`config.mk`:
```
export PLATFORM = sky130hd
export DESIGN_NAME = plcc_ctrl
export DESIGN_NICKNAME = d
export VERILOG_FILES = /design/src/verilog/plcc_pkg.sv /design/src/verilog/plcc_ctrl.sv /design/src/verilog/plcc_level_rom.sv
export SDC_FILE = /design/constraint.sdc
export NUM_CORES = 1
export LEC_CHECK = 0
export BUFFER_PORTS_ARGS = -buffer_cell sky130_fd_sc_hd__buf_2
export CORE_MARGIN = 3
export CORE_UTILIZATION = 49
export CTS_CLUSTER_DIAMETER = 50
export DETAILED_ROUTE_END_ITERATION = 10
export GPL_TIMING_DRIVEN = 0
export MAX_ROUTING_LAYER = met4
export PLACE_DENSITY_LB_ADDON = 0.3
export SLEW_MARGIN = 20
export SYNTH_ARGS = -nofsm -noshare
export SYNTH_HDL_FRONTEND = slang
export SYNTH_SLANG_ARGS = --single-unit
```
`constraint.sdc`:
```
create_clock -name clk -period 3.95 [get_ports clk]
set_clock_uncertainty 0.1 [all_clocks]
set_input_delay 0.395 -clock clk [delete_from_list [all_inputs] [get_ports clk]]
set_output_delay 0.395 -clock clk [all_outputs]
set_load 0.01 [all_outputs]
```
`src/verilog/plcc_pkg.sv`:
```
// package for the single-wire pulse-count led current controller
// assumes one 100 MHz clock, synchronous active-high reset, control pin already synchronous
// What this block does
// burst of 33, 34, 35 rising edges selects address 0, 1, 2
// burst of 1 to 32 edges loads that count as brightness code
// count is latched only after pin stays high for the latch timeout
// two brightness registers, five bits each
// address 0 writes both, 1 writes group a, 2 writes channel four
// latched address stays selected across many data bursts
// after disable the address is 0, so bare data loads both registers
// pin low beyond off timeout enters shutdown, outputs and pump off
// shutdown clears both brightness registers and the address
// host sends address, latch pause, data, latch pause
// codes map to current on a log scale, code 32 is 30 mA
// pulses enable the device; latched codes set each channel current
// pump starts at 1.5x when any output nears dropout
// at 1.5x, renewed dropout on any output moves pump to 2x
// each output picks direct supply or pump output from its own sense
// host high pulses are at least 50 ns
// host high pulses are at most 75 us
// latched count above 35 is ignored
// edge counter clears after each latch
package plcc_pkg;
	localparam int CLK_MHZ          = 100;
	localparam int LATCH_US         = 500;                   // latch_timeout
	localparam int OFF_US           = 500;                   // off timeout
	localparam int LATCH_CYC        = LATCH_US * CLK_MHZ;
	localparam int OFF_CYC          = OFF_US * CLK_MHZ;
	localparam int CODE_W           = 5;
	localparam int CNT_W            = 6;
	localparam int TMR_W            = 17;
	localparam int CH_N             = 4;
	localparam int CUR_W            = 9;                     // current in 0.1 mA units
	localparam logic [1:0] ADDR_ALL = 2'h0;                  // all_channels_level
	localparam logic [1:0] ADDR_GRPA = 2'h1;                 // group_a_level
	localparam logic [1:0] ADDR_CH4 = 2'h2;                  // channel_four_level
	localparam logic [CNT_W-1:0] DATA_MAX  = 6'h20;
	localparam logic [CNT_W-1:0] EDGE_ADR0 = 6'h21;
	localparam logic [CNT_W-1:0] EDGE_ADR2 = 6'h23;
	localparam logic [CODE_W-1:0] LEVEL_RST = 5'h00;

	typedef enum logic [1:0] {PUMP_OFF, PUMP_X15, PUMP_X2} plcc_pump_t;

	typedef struct packed {
		logic [CODE_W-1:0] groupA;
		logic [CODE_W-1:0] chFour;
		logic [1:0]        addr;
	} plcc_regs_t;
endpackage
```
`src/verilog/plcc_ctrl.sv`:
```
// pulse-count decoder, level registers, pump mode and per-output supply path
// assumes ctrlPin is synchronous to clk; dropout senses come from analog comparators
module plcc_ctrl #(
	// timeouts in clk cycles; the defaults are the device figures, smaller values only shorten test runs
	parameter int LATCH_CYC = plcc_pkg::LATCH_CYC,
	parameter int OFF_CYC   = plcc_pkg::OFF_CYC
) (
	// clock and reset
	input  wire logic                                  clk,
	input  wire logic                                  rst,
	// single-wire control pin
	input  wire logic                                  ctrlPin,
	// dropout senses, one per output
	input  wire logic [plcc_pkg::CH_N-1:0]             nearDropout,
	// status
	output logic                                       enabled,
	output plcc_pkg::plcc_regs_t                       regs,
	output plcc_pkg::plcc_pump_t                       pumpMode,
	// per-output controls: code, current, path select (1 = pump_output)
	output logic [plcc_pkg::CH_N-1:0][plcc_pkg::CODE_W-1:0] sinkCode,
	output logic [plcc_pkg::CH_N-1:0][plcc_pkg::CUR_W-1:0]  sinkCurrent,
	output logic [plcc_pkg::CH_N-1:0]                  usePumpOutput
);
	logic                          pinPrev_r, pinPrev_nxt;
	logic                          en_r, en_nxt;
	logic [plcc_pkg::CNT_W-1:0]    edgeCnt_r, edgeCnt_nxt;
	logic [plcc_pkg::TMR_W-1:0]    hiTmr_r, hiTmr_nxt;
	logic [plcc_pkg::TMR_W-1:0]    loTmr_r, loTmr_nxt;
	plcc_pkg::plcc_regs_t          regs_r, regs_nxt;              // two five-bit levels and the address
	logic                          setA_r, setA_nxt;              // group a written since shutdown
	logic                          set4_r, set4_nxt;              // channel four written since shutdown
	plcc_pkg::plcc_pump_t          pump_r, pump_nxt;
	logic [plcc_pkg::CH_N-1:0]     path_r, path_nxt;
	logic                          rise, latchNow, offNow;

	localparam logic [plcc_pkg::TMR_W-1:0] LATCH_LAST = plcc_pkg::TMR_W'(LATCH_CYC - 1);
	localparam logic [plcc_pkg::TMR_W-1:0] OFF_LAST   = plcc_pkg::TMR_W'(OFF_CYC - 1);

	// edge detect and timeout strobes
	assign rise     = ctrlPin && !pinPrev_r;
	assign latchNow = ctrlPin && (hiTmr_r == LATCH_LAST) && (edgeCnt_r != '0);
	assign offNow   = !ctrlPin && (loTmr_r == OFF_LAST);

	// decoder next state
	always_comb begin
		pinPrev_nxt = ctrlPin;
		en_nxt      = en_r;
		edgeCnt_nxt = edgeCnt_r;
		regs_nxt    = regs_r;
		setA_nxt    = setA_r;
		set4_nxt    = set4_r;
		// high-time counter saturates; the edgeCnt_r != 0 term keeps one long pause to a single latch
		hiTmr_nxt   = (!ctrlPin || rise) ? '0 : ((hiTmr_r == LATCH_LAST) ? hiTmr_r : hiTmr_r + 1'b1);
		loTmr_nxt   = ctrlPin ? '0 : ((loTmr_r == OFF_LAST) ? loTmr_r : loTmr_r + 1'b1);
		if (rise) begin
			en_nxt = 1'b1;
			if (edgeCnt_r != '1)
				edgeCnt_nxt = edgeCnt_r + 1'b1; // saturate so junk cannot wrap into a valid count
		end
		if (latchNow) begin
			edgeCnt_nxt = '0;
			if (edgeCnt_r <= plcc_pkg::DATA_MAX) begin
				// code 32 is stored as 5'h00 and read as full scale
				if (regs_r.addr != plcc_pkg::ADDR_CH4) begin
					regs_nxt.groupA = edgeCnt_r[plcc_pkg::CODE_W-1:0];
					setA_nxt        = 1'b1;
				end
				if (regs_r.addr != plcc_pkg::ADDR_GRPA) begin
					regs_nxt.chFour = edgeCnt_r[plcc_pkg::CODE_W-1:0];
					set4_nxt        = 1'b1;
				end
			end else if (edgeCnt_r <= plcc_pkg::EDGE_ADR2) begin
				regs_nxt.addr = 2'(edgeCnt_r - plcc_pkg::EDGE_ADR0);
			end
			// counts above 35 leave address and levels alone
		end
		if (offNow) begin
			en_nxt          = 1'b0;
			edgeCnt_nxt     = '0;
			regs_nxt.groupA = plcc_pkg::LEVEL_RST;
			regs_nxt.chFour = plcc_pkg::LEVEL_RST;
			regs_nxt.addr   = plcc_pkg::ADDR_ALL;
			setA_nxt        = 1'b0;
			set4_nxt        = 1'b0;
		end
	end

	// decoder registers; rst stands in for the power-on shutdown state
	always_ff @(posedge clk) begin
		if (rst) begin
			pinPrev_r <= 1'b0;
			en_r      <= 1'b0;
			edgeCnt_r <= '0;
			hiTmr_r   <= '0;
			loTmr_r   <= '0;
			regs_r    <= '0;
			setA_r    <= 1'b0;
			set4_r    <= 1'b0;
		end else begin
			pinPrev_r <= pinPrev_nxt;
			en_r      <= en_nxt;
			edgeCnt_r <= edgeCnt_nxt;
			hiTmr_r   <= hiTmr_nxt;
			loTmr_r   <= loTmr_nxt;
			regs_r    <= regs_nxt;
			setA_r    <= setA_nxt;
			set4_r    <= set4_nxt;
		end
	end

	// pump ratio: off, start at 1.5x, step to 2x on renewed dropout
	always_comb begin
		pump_nxt = pump_r;
		if (!en_r) begin
			pump_nxt = plcc_pkg::PUMP_OFF;
		end else begin
			unique case (pump_r)
				plcc_pkg::PUMP_OFF: if (|nearDropout) pump_nxt = plcc_pkg::PUMP_X15;
				plcc_pkg::PUMP_X15: if (|(nearDropout & path_r)) pump_nxt = plcc_pkg::PUMP_X2;
				plcc_pkg::PUMP_X2:  pump_nxt = plcc_pkg::PUMP_X2; // stays until shutdown, no hysteresis info
				default:            pump_nxt = plcc_pkg::PUMP_OFF;
			endcase
		end
	end

	// per-output path: once an output nears dropout on the direct path it moves to the pump
	always_comb begin
		path_nxt = path_r;
		if (!en_r)
			path_nxt = '0;
		else
			path_nxt = path_r | nearDropout;
	end

	always_ff @(posedge clk) begin
		if (rst) begin
			pump_r <= plcc_pkg::PUMP_OFF;
			path_r <= '0;
		end else begin
			pump_r <= pump_nxt;
			path_r <= path_nxt;
		end
	end

	// per-channel codes and current lookup; outputs one to three share group a
	for (genvar ch = 0; ch < plcc_pkg::CH_N; ch++) begin : gChan
		logic [plcc_pkg::CODE_W-1:0] chCode;
		logic [plcc_pkg::CUR_W-1:0]  chCur;
		assign chCode = (ch == plcc_pkg::CH_N - 1) ? regs_r.chFour : regs_r.groupA;
		plcc_level_rom uRom (
			.clk     (clk),
			.rst     (rst),
			.code    (chCode),
			.current (chCur)
		);
		assign sinkCode[ch]    = chCode;
		// a written flag tells code 32 (stored as zero) from a cleared level
		assign sinkCurrent[ch] = (en_r && ((ch == plcc_pkg::CH_N - 1) ? set4_r : setA_r)) ? chCur : '0;
		assign usePumpOutput[ch] = path_r[ch] && (pump_r != plcc_pkg::PUMP_OFF);
	end

	assign enabled  = en_r;
	assign regs     = regs_r;
	assign pumpMode = pump_r;
endmodule

```
`src/verilog/plcc_level_rom.sv`:
```
// code to current lookup, registered output
// assumes code is the 5-bit stored brightness code; 0 (code 32) gives the full-scale current
module plcc_level_rom (
	// clock and reset
	input  wire logic                          clk,
	input  wire logic                          rst,
	// lookup
	input  wire logic [plcc_pkg::CODE_W-1:0]   code,
	output logic      [plcc_pkg::CUR_W-1:0]    current
);
	logic [plcc_pkg::CUR_W-1:0] table_c;
	logic [plcc_pkg::CUR_W-1:0] current_nxt;

	// code 32 wraps to 0 in five bits, so index 0 is the full-scale entry
	always_comb begin
		unique case (code)
			5'h00: table_c = 9'h12C; 5'h01: table_c = 9'h000; 5'h02: table_c = 9'h001;
			5'h03: table_c = 9'h002; 5'h04: table_c = 9'h004; 5'h05: table_c = 9'h005;
			5'h06: table_c = 9'h007; 5'h07: table_c = 9'h00B; 5'h08: table_c = 9'h012;
			5'h09: table_c = 9'h014; 5'h0A: table_c = 9'h016; 5'h0B: table_c = 9'h019;
			5'h0C: table_c = 9'h01C; 5'h0D: table_c = 9'h020; 5'h0E: table_c = 9'h023;
			5'h0F: table_c = 9'h028; 5'h10: table_c = 9'h02D; 5'h11: table_c = 9'h033;
			5'h12: table_c = 9'h038; 5'h13: table_c = 9'h03C; 5'h14: table_c = 9'h046;
			5'h15: table_c = 9'h050; 5'h16: table_c = 9'h05A; 5'h17: table_c = 9'h064;
			5'h18: table_c = 9'h078; 5'h19: table_c = 9'h082; 5'h1A: table_c = 9'h096;
			5'h1B: table_c = 9'h0AA; 5'h1C: table_c = 9'h0BE; 5'h1D: table_c = 9'h0D2;
			5'h1E: table_c = 9'h0F0; 5'h1F: table_c = 9'h10E;
			default: table_c = 9'h000;
		endcase
	end

	always_comb begin
		current_nxt = table_c;
	end

	always_ff @(posedge clk) begin
		if (rst) current <= '0;
		else     current <= current_nxt;
	end
endmodule

```
==> summary.txt <==
Power and ir drop
  – Pwr Density: 256 mW/mm^2
  – Total Power: 1.38 mW
  – Max IR drop VDD: 0.000165 V
  – Leak pwr: 2.30 nW

Timing
  – Setup TNS: 0 ps
  – Final setup fails: 0
  – Period utilization: 0.594
  – Pins over their slew limit: 0
  – RSZ-0062 raised after global routing: false
  – Endpoints failing hold: 0
  – Worst slew pin tran: 857 ps
  – Min Tclk post-route: 2340 ps
  – Relative slew slack: 0.424
  – Fmax: 426 MHz

Synthesis
  – Cell Area, Synth: 0.00468 mm^2
  – Mux contribution to synthesized area: 0.0342
  – Synth area leaders: dfxtp_1 34%, buf_4 6.1%, ha_1 5.9%
  – Dominant cell type by area after synthesis: dfxtp_1
  – Seq cells post-synth: 80
  – Main combinational cell family by area after synthesis: simple AND/OR/NAND/NOR gates
  – Ys Warns: 0
  – Post-synth EDFFs: 0
  – Ys flop type: dfxtp_1
  – Post-synthesis sequential area ratio: 0.342
  – Synth unique cells: 59
  – Synth Area in Simple Gates: 0.252
  – Async S/R FF share, synth: 0
  – Syn_nets: 595
  – Adder-cell share of the synthesized area: 0.0588
  – Synth Instances: 566
  – Synthesized area per cell: 8.28 um^2
  – Compound-Gate Fraction of Synth Area: 0.168
  – Area share of the largest cell type after synthesis: 0.342
  – Area share of xor/xnor cells in the synthesized design: 0.0337

Worst setup path
  – Critical path capture point type: flop
  – Internal reg-to-reg setup slack: 1610 ps
  – Critical Path AT: 2430 ps
  – Startpoint types: flop
  – Cells on worst reg2reg path: 6
  – Crit path from: hiTmr_r[0]$_SDFFE_PP0P_
  – RR Startpoint: hiTmr_r[0]$_SDFFE_PP0P_
  – CP Capture Point: edgeCnt_r[0]$_SDFFE_PP0P_
  – Crit-path max FO: 6
  – R2R Path End: edgeCnt_r[0]$_SDFFE_PP0P_
  – Setup CP Type: reg2reg
  – WP data required: 4040 ps

CTS
  – CTS sink count: 80
  – CTS tree: done
  – H-tree Lvls: 3
  – Number of hold buffers added after CTS: 0
  – Worst-path clk slew: 80 ps
  – Post-CTS Setup Repair Bufs: 0
  – Clock Latency Late Sink: 340 ps
  – Clk root buf: clkbuf_8
  – Clock buffer depth: 2
  – Total CTS buffers: 9
  – Post-CTS sizing: 0

Job
  – Max Cap Violations: 0

Floorplanning
  – Initial Utilization: 0.505
  – Die Y: 104 um
  – Die ar.: 0.0108 mm^2
  – Die width: 104 um
  – Core area: 0.00928 mm^2
  – Num rows: 35
  – Top Ports: 82

Route
  – DRT Pass-1 Iters: 5
  – Vias: 4,245
  – Routed vias/inst: 5.38
  – Routed wire length per instance: 13.4 um
  – Routed Antenna Nets: 0
  – Post-Route WL: 10.6 mm
  – DRC: 0
  – Detailed Route Iter0 Violations: 234

Final layout
  – Register area: 0.00160 mm^2
  – Share of post-route cells with drive strength above 1: 0.226
  – Area Overhead vs Synth: 15.1%
  – Most frequent cells in the layout: 82 x buf_2, 80 x dfxtp_1, 44 x nor2_1, 38 x a21oi_1, 38 x buf_4
  – Diode count: 0
  – Fin util: 0.581
  – Final #Nets: 687
  – Fill count: 886
  – Fin cells: 789
  – Area of the multi-input gates: 0.00256 mm^2
  – Most common cell after layout, fill and taps aside: buf_2

Worst hold path
  – Hold path depth: 3
  – HP Class: in2reg

Placed design
  – Dpl cells: 776
  – DP Wirelength: 8.01 mm
  – GPL Wtd Cong: 0.930
  – Port Buf Inserts: 81

Status
  – Status: completed

GRT
  – Largest net degree at the start of global routing: 14
  – First-pass GRT wire length: 18.7 mm
  – Initial antenna violation count: 0
  – Vias in the first global route: 4,054
  – GR Util All Layers: 0.207
  – GRT Residual Overflow: 0
## layout make-up
class	count	area share
inverters	24	0.0167
clock buffers	11	0.0244
repair buffers	81	0.0752
clock inverters	2	0.00186
flip-flops and latches	80	0.297
well taps	129	0.0299
plain buffers	73	0.0803
multi-input cells	389	0.475
## critical path: stages, from the launching register on
cell,delay (ps)
dfxtp_1,400
ha_1,250
and2_1,140
clkbuf_1,240
nand3_1,210
a2111oi_2,750
nor3_1,110
## report_power, final
group | total [mW] | internal (mW) | leakage [nW] | switching, mW
combinational | 0.0782 | 0.0288 | 1.57 | 0.0494
clock | 0.476 | 0.216 | 0.0749 | 0.260
sequential | 0.826 | 0.817 | 0.649 | 0.00859
total | 1.38 | 1.06 | 2.30 | 0.318
## cells by family (layout without fill, tap and decap cells)
logic type / after synthesis / after routing
simple gates: 212 / 212
compound gates: 125 / 125
buf+inv: 97 / 191
flops: 80 / 80
fa+ha+maj: 22 / 22
xor+xnor: 18 / 18
mux: 12 / 12
## state kept, by name, indices dropped and copies added, names as in the netlist
name	flops
gChan.uRom.current	18
pinPrev_r	1
hiTmr_r	17
gChan.chCode	10
pumpMode	2
loTmr_r	17
enabled	1
set4_r	1
setA_r	1
edgeCnt_r	6
regs	2
path_r	4
## per-layer routing
layer	global-route usage	vias up	routed length [um]
met5	-	-	0
met4	0.0646	0	152
met3	0.0368	13	488
met2	0.347	103	5160
met1	0.256	1955	4770
li1	-	2174	-
## worst min path at each step
stage	slack, ps	end	start
after floorplan	340	path_r[0]$_SDFF_PP0_	path_r[0]$_SDFF_PP0_
after global placement	360	path_r[3]$_SDFF_PP0_	path_r[3]$_SDFF_PP0_
after detailed placement	370	path_r[0]$_SDFF_PP0_	path_r[0]$_SDFF_PP0_
after CTS	160	path_r[2]$_SDFF_PP0_	nearDropout[2]
after global routing	190	path_r[2]$_SDFF_PP0_	nearDropout[2]
final	170	path_r[2]$_SDFF_PP0_	nearDropout[2]
## synth_stat cells (6+ instances only)
cell and instances:
ha_1 22, nand3_1 19, nor3_1 9, nor2_1 44, inv_1 23, clkbuf_1 28
or4_1 6, and3_1 26, a211oi_1 11, xor2_1 14, mux2i_1 7, nand2b_1 12
buf_4 38, or3_1 9, dfxtp_1 80, nand2_1 30, o31ai_1 15, nor2b_1 6
a21oi_1 38, a31oi_1 10, nand4_1 26, o21ai_0 30
## per-stage QoR
step / instance area (um^2) / hold slack (ps) / worst slack, ps
3_5_place_dp: 5250 / 370 / 1680
6_report: 5390 / 175 / 1610
4_1_cts: 5390 / 160 / 1640
5_1_grt: 5390 / 186 / 1430
2_1_floorplan: 4680 / 339 / 1970
3_3_place_gp: 5250 / 361 / 1720
Note: power is estimated with default switching activity, not from simulation.
